**config.mk**
```make
export PLATFORM = sky130hd
export DESIGN_NAME = tcc_timer
export DESIGN_NICKNAME = d
export VERILOG_FILES = /design/src/tcc_pkg.sv /design/src/tcc_timer.sv
export VERILOG_INCLUDE_DIRS = /design/src
export SDC_FILE = /design/constraint.sdc
export NUM_CORES = 1
export LEC_CHECK = 0
export BUFFER_PORTS_ARGS = -buffer_cell sky130_fd_sc_hd__buf_2
export CAP_MARGIN = 0
export CORE_ASPECT_RATIO = 1.25
export CORE_MARGIN = 2
export CORE_UTILIZATION = 42
export DETAILED_ROUTE_END_ITERATION = 10
export GPL_TIMING_DRIVEN = 0
export MAX_ROUTING_LAYER = met4
export SKIP_LAST_GASP = 1
export SLEW_MARGIN = 5
export SYNTH_ARGS = -nofsm -noshare
export SYNTH_HDL_FRONTEND = slang
export SYNTH_SLANG_ARGS = --single-unit
```
**constraint.sdc**
```tcl
create_clock -name clock -period 5.1 [get_ports clock]
set_input_delay 0 -clock clock [delete_from_list [all_inputs] [get_ports clock]]
set_output_delay 0 -clock clock [all_outputs]
set_load 0.02 [all_outputs]
```
**src/tcc_consts.svh**
```systemverilog
// register offsets, field positions and reset values of the timer block
`ifndef TCC_CONSTS_SVH
`define TCC_CONSTS_SVH
`define TCC_OFF_CTRL_A   8'h00
`define TCC_OFF_CTRL_B   8'h04
`define TCC_OFF_COUNT    8'h08
`define TCC_OFF_CMP_A    8'h0c
`define TCC_OFF_CMP_B    8'h10
`define TCC_OFF_CMP_C    8'h14
`define TCC_OFF_CAPTURE  8'h18
`define TCC_OFF_FLAGS    8'h1c
`define TCC_OFF_IRQ_EN   8'h20
`define TCC_ADDR_W       8
`define TCC_WGM_LO_LSB   0
`define TCC_COM_LSB      2
`define TCC_WGM_HI_LSB   0
`define TCC_EDGE_BIT     2
`define TCC_SRC_BIT      3
`define TCC_PRE_LSB      4
`define TCC_FLG_OVF      0
`define TCC_FLG_CMP_A    1
`define TCC_FLG_CAP      4
`define TCC_PRE_STOP     2'h0
`define TCC_PRE_DIV1     2'h1
`define TCC_PRE_DIV8     2'h2
`define TCC_PRE_DIV64    2'h3
`define TCC_DIV8_MASK    6'h07
`define TCC_DIV64_MASK   6'h3f
`define TCC_CTRL_RST     8'h00
`define TCC_FLAGS_RST    5'h00
`endif

```
**src/tcc_pkg.sv**
```systemverilog
// types of the timer capture/compare block
package tcc_pkg;
   typedef enum logic [3:0] {
      TCC_NORMAL     = 4'h0,
      TCC_PC_TOP_MAX = 4'h1,
      TCC_CTC        = 4'h2,
      TCC_PFC_TOP_A  = 4'h9,
      TCC_PC_TOP_A   = 4'hb
   } tcc_mode_e;
   typedef logic [1:0] tcc_com_t;
endpackage

```
**src/tcc_timer.sv**
```systemverilog
// timer/counter with input capture, compare outputs and apb registers
//
// The placing of the registers and the APB register port were decided locally.
`timescale 1ns/100ps
`include "tcc_consts.svh"
module tcc_timer #(
   parameter int CNT_W          = 16,
   parameter bit CMP_CAPTURE_EN = 1'b1
) (
   input  wire logic                  clock,
   input  wire logic                  rstn,
   input  wire logic                  psel,
   input  wire logic                  penable,
   input  wire logic                  pwrite,
   input  wire logic [31:0]           paddr,
   input  wire logic [31:0]           pwdata,
   output logic                       pready,
   output logic [31:0]                prdata,
   output logic                       pslverr,
   input  wire logic                  capture_pin,
   input  wire logic                  comparator_output,
   input  wire logic                  overflow_irq_ack,
   input  wire logic                  compare_a_irq_ack,
   input  wire logic                  capture_irq_ack,
   output logic                       overflow_irq,
   output logic                       compare_a_irq,
   output logic                       capture_irq,
   output logic [2:0]                 waveform_out,
   output logic [2:0]                 waveform_en,
   output tcc_pkg::tcc_mode_e         mode_now
);
   import tcc_pkg::*;

   localparam logic [CNT_W-1:0] CNT_MAX  = {CNT_W{1'b1}};
   localparam logic [CNT_W-1:0] CNT_ZERO = {CNT_W{1'b0}};
   localparam logic [CNT_W-1:0] CNT_ONE  = {{(CNT_W-1){1'b0}}, 1'b1};

   logic [7:0]       ctrl_a_reg;
   logic [7:0]       ctrl_b_reg;
   logic [CNT_W-1:0] count_reg;
   logic [CNT_W-1:0] count_next;
   logic [CNT_W-1:0] cmp_reg [3];
   logic [CNT_W-1:0] capture_reg;
   logic [4:0]       flags_reg;
   logic [4:0]       flags_next;
   logic [4:0]       irq_en_reg;
   logic             up_reg;
   logic             up_next;
   logic             src_prev_reg;
   logic [5:0]       pre_reg;

   ////////////////////////////////////////////////////////////////////////////
   // apb decode
   wire       setup_ph = psel & ~penable;
   wire       wr_en    = psel & penable & pready & pwrite;
   wire [7:0] addr     = paddr[`TCC_ADDR_W-1:0];
   wire       hit      = addr == `TCC_OFF_CTRL_A || addr == `TCC_OFF_CTRL_B || addr == `TCC_OFF_COUNT
                         || addr == `TCC_OFF_CMP_A || addr == `TCC_OFF_CMP_B || addr == `TCC_OFF_CMP_C
                         || addr == `TCC_OFF_CAPTURE || addr == `TCC_OFF_FLAGS || addr == `TCC_OFF_IRQ_EN;
   wire       wr_cnt   = wr_en && addr == `TCC_OFF_COUNT;
   wire       wr_flags = wr_en && addr == `TCC_OFF_FLAGS;

   function automatic logic [31:0] pad(input logic [CNT_W-1:0] v);
      pad = 32'(v);
   endfunction

   logic [31:0] rd_mux;
   always_comb begin
      unique case (addr)
         `TCC_OFF_CTRL_A:  rd_mux = {24'h0, ctrl_a_reg};
         `TCC_OFF_CTRL_B:  rd_mux = {24'h0, ctrl_b_reg};
         `TCC_OFF_COUNT:   rd_mux = pad(count_reg);
         `TCC_OFF_CMP_A:   rd_mux = pad(cmp_reg[0]);
         `TCC_OFF_CMP_B:   rd_mux = pad(cmp_reg[1]);
         `TCC_OFF_CMP_C:   rd_mux = pad(cmp_reg[2]);
         `TCC_OFF_CAPTURE: rd_mux = pad(capture_reg);
         `TCC_OFF_FLAGS:   rd_mux = {27'h0, flags_reg};
         `TCC_OFF_IRQ_EN:  rd_mux = {27'h0, irq_en_reg};
         default:          rd_mux = 32'h0;
      endcase
   end

   always_ff @(posedge clock) begin
      if (!rstn) begin
         pready  <= 1'b0;
         prdata  <= 32'h0;
         pslverr <= 1'b0;
      end else begin
         pready  <= setup_ph;
         prdata  <= setup_ph ? rd_mux : 32'h0;
         pslverr <= setup_ph & ~hit;
      end
   end

   ////////////////////////////////////////////////////////////////////////////
   // control registers
   always_ff @(posedge clock) begin
      if (!rstn) begin
         ctrl_a_reg <= `TCC_CTRL_RST;
         ctrl_b_reg <= `TCC_CTRL_RST;
         irq_en_reg <= `TCC_FLAGS_RST;
      end else if (wr_en) begin
         if (addr == `TCC_OFF_CTRL_A)
            ctrl_a_reg <= pwdata[7:0];
         if (addr == `TCC_OFF_CTRL_B)
            ctrl_b_reg <= pwdata[7:0];
         if (addr == `TCC_OFF_IRQ_EN)
            irq_en_reg <= pwdata[4:0];
      end
   end

   // compare values, written straight through with no double buffer
   for (genvar i = 0; i < 3; i++) begin : g_cmp
      always_ff @(posedge clock) begin
         if (!rstn)
            cmp_reg[i] <= CNT_ZERO;
         else if (wr_en && addr == `TCC_OFF_CMP_A + 8'(4 * i))
            cmp_reg[i] <= pwdata[CNT_W-1:0];
      end
   end

   ////////////////////////////////////////////////////////////////////////////
   // timer clock enable
   wire [1:0] pre_sel = ctrl_b_reg[`TCC_PRE_LSB+1:`TCC_PRE_LSB];
   wire       tick    = pre_sel == `TCC_PRE_DIV1
                        || (pre_sel == `TCC_PRE_DIV8 && (pre_reg & `TCC_DIV8_MASK) == 6'h0)
                        || (pre_sel == `TCC_PRE_DIV64 && (pre_reg & `TCC_DIV64_MASK) == 6'h0);

   always_ff @(posedge clock) begin
      if (!rstn || pre_sel == `TCC_PRE_STOP)
         pre_reg <= 6'h0;
      else
         pre_reg <= pre_reg + 6'h1;
   end

   ////////////////////////////////////////////////////////////////////////////
   // counting sequence
   // mode from both registers
   wire [3:0] mode_bits = {ctrl_b_reg[`TCC_WGM_HI_LSB+1:`TCC_WGM_HI_LSB],
                           ctrl_a_reg[`TCC_WGM_LO_LSB+1:`TCC_WGM_LO_LSB]};
   wire       is_ctc    = mode_bits == TCC_CTC;
   wire       is_dual   = mode_bits == TCC_PC_TOP_MAX || mode_bits == TCC_PFC_TOP_A || mode_bits == TCC_PC_TOP_A;
   wire [CNT_W-1:0] top = mode_bits == TCC_PC_TOP_MAX ? CNT_MAX : cmp_reg[0];
   wire       at_top    = count_reg == top;
   wire       at_max    = count_reg == CNT_MAX;
   wire [2:0] match;

   always_comb begin
      up_next = 1'b1;
      if (is_dual)
         up_next = up_reg ? ~at_top : count_reg == CNT_ZERO;
      if (is_ctc && match[0])
         count_next = CNT_ZERO;
      else if (is_dual && !up_next)
         count_next = count_reg - CNT_ONE;
      else
         count_next = count_reg + CNT_ONE;
   end

   always_ff @(posedge clock) begin
      if (!rstn) begin
         count_reg <= CNT_ZERO;
         up_reg    <= 1'b1;
      end else if (wr_cnt) begin
         count_reg <= pwdata[CNT_W-1:0];
      end else if (tick) begin
         count_reg <= count_next;
         up_reg    <= up_next;
      end
   end

   always_ff @(posedge clock) begin
      if (!rstn)
         mode_now <= TCC_NORMAL;
      else
         mode_now <= tcc_mode_e'(mode_bits);
   end

   ////////////////////////////////////////////////////////////////////////////
   // compare outputs
   for (genvar i = 0; i < 3; i++) begin : g_wave
      wire tcc_com_t com = ctrl_a_reg[`TCC_COM_LSB+2*i+1:`TCC_COM_LSB+2*i];
      assign match[i] = tick && count_reg == cmp_reg[i];
      // mode zero disconnects, toggle on all in single-slope modes, only a with top bit in dual-slope
      wire drive = com[1] || (com == 2'h1 && (!is_dual || (i == 0 && mode_bits[3])));
      always_ff @(posedge clock) begin
         if (!rstn) begin
            waveform_out[i] <= 1'b0;
            waveform_en[i]  <= 1'b0;
         end else begin
            waveform_en[i] <= drive;
            if (match[i] && drive) begin
               if (com == 2'h1)
                  waveform_out[i] <= ~waveform_out[i];
               else if (!is_dual)
                  waveform_out[i] <= com[0];
               else
                  waveform_out[i] <= com[0] ~^ up_reg;
            end
         end
      end
   end

   ////////////////////////////////////////////////////////////////////////////
   // input capture
   // comparator source gated by instance
   wire use_cmp  = CMP_CAPTURE_EN && ctrl_b_reg[`TCC_SRC_BIT];
   wire src      = use_cmp ? comparator_output : capture_pin;
   wire cap_trig = (src != src_prev_reg) && (src == ctrl_b_reg[`TCC_EDGE_BIT]);

   always_ff @(posedge clock) begin
      if (!rstn) begin
         src_prev_reg <= 1'b0;
         capture_reg  <= CNT_ZERO;
      end else begin
         src_prev_reg <= src;
         if (cap_trig)
            capture_reg <= count_reg;
      end
   end

   ////////////////////////////////////////////////////////////////////////////
   // flags and interrupts
   // overflow point per mode
   wire ovf_set = tick && !wr_cnt && (is_ctc ? at_max : count_next == CNT_ZERO);
   wire [4:0] set_v = {cap_trig, match[2], match[1], match[0], ovf_set};
   wire [4:0] clr_v = (wr_flags ? pwdata[4:0] : 5'h0)
                      | {capture_irq_ack, 2'b00, compare_a_irq_ack, overflow_irq_ack};

   assign flags_next = set_v | (flags_reg & ~clr_v);

   always_ff @(posedge clock) begin
      if (!rstn) begin
         flags_reg     <= `TCC_FLAGS_RST;
         overflow_irq  <= 1'b0;
         compare_a_irq <= 1'b0;
         capture_irq   <= 1'b0;
      end else begin
         flags_reg     <= flags_next;
         overflow_irq  <= flags_next[`TCC_FLG_OVF] & irq_en_reg[`TCC_FLG_OVF];
         compare_a_irq <= flags_next[`TCC_FLG_CMP_A] & irq_en_reg[`TCC_FLG_CMP_A];
         capture_irq   <= flags_next[`TCC_FLG_CAP] & irq_en_reg[`TCC_FLG_CAP];
      end
   end
endmodule

```
==> impl_metrics.toml, run 1 <==
[worst_setup_path]
cp_data_arrival_time_ns = 5.09
max_stage_delay_ns = 0.48
crit_type = "flip-flop to flip-flop"
reg2regPathDepth = 14
start_kind = "flip-flop"
crit_path_top_delay_cell = "a2111o_1"
crit_chain = "nor2b_2 -> a2111oi_4 -> nand4_1 -> a21o_1 -> nor3_2 -> ha_1 -> a211oi_1 -> o21ai_0 -> a2111o_1 -> a31o_1 -> a21oi_1 -> xor2_1 -> nand3_1 -> o31ai_1"
worstPathRequired_ns = 5.43
path_max_fanout = 6
end_kind = "flip-flop"
path_delay_family = "compound AO/OA/AOI/OAI gates"
worstPathBufferInverterCount = 0
cp.depth = 14

[cts]
cts-root-buf = "clkbuf_16"
post_cts_buffers = 0
cts_tree = "built"
insertion_delay_ns = 0.44
cts_hold_buf = 25
htreeDepth = 4
cts.sinks = 145
cts_buffer_depth = 2
clkTransAtPathRegs_ns = 0.07
ctsResizeCount = 0
numCtsBuffers = 17

[final_layout]
num-nets-final = 1037
drive_gt1_share_pct = 15.6
instances_no_fill = 1187
largest_register_ffs = 48
n_antenna_cell = 0
area.growth.synth_to_final_pct = 19.3
regArea_um2 = 3380
multi_input_area_um2 = 3990
nFillCells = 1720

[job]
max_cap_violations = 0

[sta]
fmax_mhz = 210
finalSetupViolations = 0
rsz0062_at_grt = "no"
clock_skew_ns = 0.0184
hold_ws_ns = 0.0462
hold_violations = 0
slew_viol_final = 0
setup_slack_ns = 0.337
fin_crit_sh_pct = 93.4
finalCriticalPeriod_ns = 4.76
relSlewSlack_pct = 31.5
timing_worst_slew_pin_value_ns = 1.02

[yosys]
synth_top_area_share_pct = 24.9
yosysUniqueCellTypes = 75
synth_edf_count = 48
netlist_top_cells_area = "dfxtp_1 (25%), edfxtp_1 (18%), and2_1 (4.6%)"
netlist_area_um2 = 7800
yosys_warnings = 0
synth-seq-cells = 145
seq_area_frac_synth_pct = 43.4
yosysTopAreaCell = "dfxtp_1"
syn_avg_cell_area_um2 = 9.49
synth_cells = 822
synth-async-reset-ratio_pct = 0
synthFlopType = "dfxtp_1"

[place]
dpl.hpwl_um = 18000
place.gp.congestion = 0.962
dp.cells = 1130
place_ws_ns = 0.237
port_buffers = 64

[floorplanning]
start_util_pct = 42.9
core_area_um2 = 18200
fp-row-count = 55
io_pins = 121
die_y_um = 156
dieArea_um2 = 19700
die_x_um = 126

[detailed_routing]
drtIter0Drc = 835
route.detailed.drc = 0
vias_per_cell = 5.79
drt-wirelength-per-cell_um = 20.6
dr.pass1.iters = 6
via_count = 6871
ant_nets = 0
routed_wirelength_um = 24400

[global_route]
grt_max_degree = 17
grt_pass1_wl_um = 36800
grt_pass1_vias = 6491
grt.total_usage_pct = 25.3
antenna_found_initial = 0
overflow = 0

[outcome]
outcome = "finished, final reports clean"

[power]
leakage_nw = 3.66
p_per_area_nw_per_um2 = 277
ir_drop_v = 0.000204
total_power_mw = 2.58

[hold_path]
hold_depth = 5
min_path_type = "input pin to flip-flop"
-- where the power goes --
group / switching (mW) / internal, mW / total [mW]
clock network: 0.528 / 0.708 / 1.24
logic: 0.0772 / 0.0496 / 0.127
registers: 0.0110 / 1.20 / 1.21
total: 0.616 / 1.96 / 2.58
-- worst min-delay path, cell delays in order --
cell and delay (ns):
buf_2 0.10, a211o_1 0.09, o21ai_0 0.10, nand2_1 0.08
o31ai_1 0.06
-- path summary, 6_finish.rpt --
check                   startpoint      endpoint  slack, ns
hold reg to reg         pre_reg[0]    pre_reg[0]       0.46
setup reg to reg    cmp_reg[0][14]  overflow_irq       0.34
setup / recovery    cmp_reg[0][14]  overflow_irq       0.34
hold / removal    overflow_irq_ack  flags_reg[0]       0.05
-- per-layer routing --
| layer | wire, um | vias up | GRT usage [%] |
|---|---|---|---|
| met5 | 0 | - | - |
| met4 | 774 | 0 | 9.47 |
| met3 | 1810 | 56 | 4.03 |
| met2 | 12000 | 325 | 43.0 |
| met1 | 9890 | 3258 | 30.3 |
| li1 | - | 3232 | - |
-- per-stage QoR --
| stage | util, % | setup TNS (ns) | cell area (um2) |
|---|---|---|---|
| floorplan | - | 0 | 7860 |
| global placement | 46.6 | -4.81 | 8460 |
| detailed placement | 46.7 | 0 | 8480 |
| CTS | 51.2 | 0 | 9310 |
| global route | 51.2 | 0 | 9310 |
| finish | 51.2 | 0 | 9310 |
-- synthesized netlist by cell type (5+ instances only) --
| cell type | instances |
|---|---|
| dfxtp_1 | 97 |
| nor2_1 | 69 |
| nand2_1 | 58 |
| and2_1 | 57 |
| a21oi_1 | 54 |
| edfxtp_1 | 48 |
| xor2_1 | 36 |
| clkbuf_1 | 34 |
| nand3_1 | 30 |
| a22oi_1 | 26 |
| buf_4 | 21 |
| o21ai_0 | 21 |
| mux2i_1 | 19 |
| a222oi_1 | 16 |
| ha_1 | 16 |
| inv_1 | 15 |
| nor4_1 | 15 |
| nand2b_1 | 14 |
| xnor2_1 | 14 |
| a31oi_1 | 13 |
| nand4_1 | 12 |
| a211oi_1 | 11 |
| buf_6 | 10 |
| nor2b_1 | 9 |
| nor3_1 | 9 |
| a22o_1 | 6 |
| nor2b_2 | 6 |
| a221oi_1 | 5 |
| and3_1 | 5 |
| o2111a_1 | 5 |
| o21a_1 | 5 |
-- logic make-up after synthesis --
| group | Yosys count | synth area share, % |
|---|---|---|
| XOR/XNOR | 50 | 5.61 |
| AO/OA/AOI/OAI | 202 | 19.0 |
| AND/OR/NAND/NOR | 303 | 20.4 |
| flip-flops | 145 | 43.4 |
| buffers and inverters | 85 | 6.30 |
| adder cells (fa/ha/maj) | 17 | 2.82 |
| multiplexers | 19 | 2.44 |
| other | 1 | 0.0481 |
-- cell usage in the layout (no fill, tap or decap), types with 9 or more instances in the layout --
master and n:
dfxtp_1 97, nor2_1 69, buf_2 66, nand2_1 58
and2_1 57, a21oi_1 54, edfxtp_1 48, xor2_1 36
clkbuf_1 35, nand3_1 30, a22oi_1 26, dlygate4sd3_1 25
buf_4 21, o21ai_0 20, mux2i_1 19, clkbuf_16 18
a222oi_1 16, ha_1 16, conb_1 16, inv_1 15
nor4_1 15, nand2b_1 14, xnor2_1 14, a31oi_1 13
nand4_1 12, buf_6 11, a211oi_1 11, nor2b_1 9
-- cell type report --
class / instances / share of cell area (%)
multi-input combinational: 607 / 42.9
sequential: 145 / 36.3
timing repair buffer: 90 / 6.25
clock buffer: 19 / 4.88
buffer: 70 / 4.68
tap: 228 / 3.06
clock inverter: 13 / 1.30
inverter: 15 / 0.605
(Power assumes the default switching activity.)
==> run 2: changes to the inputs <==
--- a/config.mk
+++ b/config.mk
@@ -8,2 +8,3 @@
 export LEC_CHECK = 0
+export ABC_CLOCK_PERIOD_IN_PS = 5100
 export BUFFER_PORTS_ARGS = -buffer_cell sky130_fd_sc_hd__buf_2
@@ -13,2 +14,3 @@
 export CORE_UTILIZATION = 42
+export CTS_BUF_LIST = sky130_fd_sc_hd__clkbuf_16
 export DETAILED_ROUTE_END_ITERATION = 10
==> constraint.sdc (replaced) <==
create_clock -name clock -period 5.1 [get_ports clock]
set_input_delay 0.51 -clock clock [delete_from_list [all_inputs] [get_ports clock]]
set_output_delay 0.51 -clock clock [all_outputs]
set_load 0.02 [all_outputs]
==> run 2 against run 1 <==
Effect of this change: first-iteration DRC count is 7.4% lower; worst setup slack lost 0.023 ns; power down 0.46%; critical endpoint unchanged; maximum frequency down 0.48%; worst hold slack gained 0.24 ns; die area did not move; global-route usage down 0.24 points; combinational power shrank 12%; wire length shrank 0.83%; cell count down 2.1%; sequential cell count unchanged.
==> impl_metrics.toml, run 2 (same netlist as run 1, synthesis figures left out) <==
[cts]
cts_tree = "built"
cts.sinks = 145
cts-root-buf = "clkbuf_16"
post_cts_buffers = 0
cts_buffer_depth = 2
numCtsBuffers = 17
htreeDepth = 4
cts_hold_buf = 0
clkTransAtPathRegs_ns = 0.07
ctsResizeCount = 0
insertion_delay_ns = 0.43

[worst_setup_path]
path_max_fanout = 6
r2r-start = "cmp_reg[0][14]"
end_kind = "flip-flop"
r2r_setup_slack_ns = 0.31
reg2regPathDepth = 14
crit_type = "flip-flop to flip-flop"
start_kind = "flip-flop"
worstPathRequired_ns = 5.43
startpoint = "cmp_reg[0][14]"
cp_data_arrival_time_ns = 5.11
rr_endpoint = "overflow_irq"

[power]
total_power_mw = 2.56
ir_drop_v = 0.000203
p_per_area_nw_per_um2 = 283
leakage_nw = 3.56

[global_route]
grt_max_degree = 17
grt_pass1_vias = 6384
grt_pass1_wl_um = 36500
overflow = 0
grt.total_usage_pct = 25.0
antenna_found_initial = 0

[final_layout]
final_cell_mix = "dfxtp_1 (97), nor2_1 (69), buf_2 (66)"
largest_register_ffs = 48
n_antenna_cell = 0
nFillCells = 1747
finalCoreUtilization_pct = 49.9
drive_gt1_share_pct = 16.1
multi_input_area_um2 = 3990
area.growth.synth_to_final_pct = 16.1
fin_area_um2 = 9060
layout_commonest_cell = "dfxtp_1"
regArea_um2 = 3380
num-nets-final = 1012

[sta]
fmax_mhz = 209
relSlewSlack_pct = 30.6
timing_worst_slew_pin_value_ns = 1.03
hold_violations = 0
fin_crit_sh_pct = 93.8
hold_ws_ns = 0.291
slew_viol_final = 0
finalCriticalPeriod_ns = 4.79
finalSetupViolations = 0
rsz0062_at_grt = "no"
fin_tns_setup_ns = 0
clock_skew_ns = 0.0161

[hold_path]
min_from = "penable"
min_path_type = "input pin to flip-flop"
min_to = "pslverr"
hold_depth = 2

[detailed_routing]
ant_nets = 0
route.detailed.drc = 0
routed_wirelength_um = 24200
drtIter0Drc = 773
via_count = 6721
vias_per_cell = 5.78
drt-wirelength-per-cell_um = 20.9
dr.pass1.iters = 6

[floorplanning]
io_pins = 121
start_util_pct = 42.9
dieArea_um2 = 19700
die_y_um = 156
core_area_um2 = 18200
fp-row-count = 55
die_x_um = 126

[place]
place_area_um2 = 8480
port_buffers = 64
dpl.hpwl_um = 18000
place.gp.congestion = 0.962

[outcome]
outcome = "finished, final reports clean"

[job]
max_cap_violations = 0
-- run 2: cell types whose count changed in the layout (fill, tap and decap cells not counted), sizes merged --
cell         before  now
clkbuf           53   52
inv              22   23
dlygate4sd3      25    0
-- run 2: worst max-delay path by stage --
stage                    end  cells after the start
4_1_cts         overflow_irq                     15
5_1_grt         overflow_irq                     17
3_3_place_gp    overflow_irq                     14
3_5_place_dp    overflow_irq                     15
2_1_floorplan  count_reg[14]                     14
6_report        overflow_irq                     14
-- run 2: layout make-up --
type,instances,area share (%)
plain buffers,70,4.81
well taps,228,3.15
clock inverters,14,1.38
flip-flops and latches,145,37.4
inverters,15,0.622
multi-input cells,607,44.1
clock buffers,18,4.97
repair buffers,65,3.66
-- run 2: critical path, stage by stage, from the launching register on --
cell	delay, ns
edfxtp_1	0.47
nor2b_2	0.21
a2111oi_4	0.31
nand4_1	0.25
a21o_1	0.27
nor3_2	0.45
ha_1	0.38
a211oi_1	0.39
o21ai_0	0.22
a2111o_1	0.47
a31o_1	0.22
a21oi_1	0.17
xor2_1	0.45
nand3_1	0.13
o31ai_1	0.27
-- run 2: where the power goes --
| group | total, mW | leakage (nW) | switching (mW) | internal [mW] |
|---|---|---|---|---|
| logic | 0.112 | 1.97 | 0.0748 | 0.0373 |
| clock network | 1.24 | 0.293 | 0.533 | 0.706 |
| registers | 1.21 | 1.30 | 0.0110 | 1.20 |
-- run 2: layer usage --
metal,GRT usage (%),vias up,routed length (um)
li1,-,3180,-
met1,30.1,3227,10200
met2,42.4,266,11900
met3,4.03,48,1450
met4,9.21,0,669
met5,-,-,0
-- run 2: per-stage QoR --
step,setup WS (ns),instances
floorplan,0.553,837
global placement,-1.05,1129
detailed placement,0.237,1130
CTS,0.233,1162
global route,0.0313,1162
finish,0.314,1162
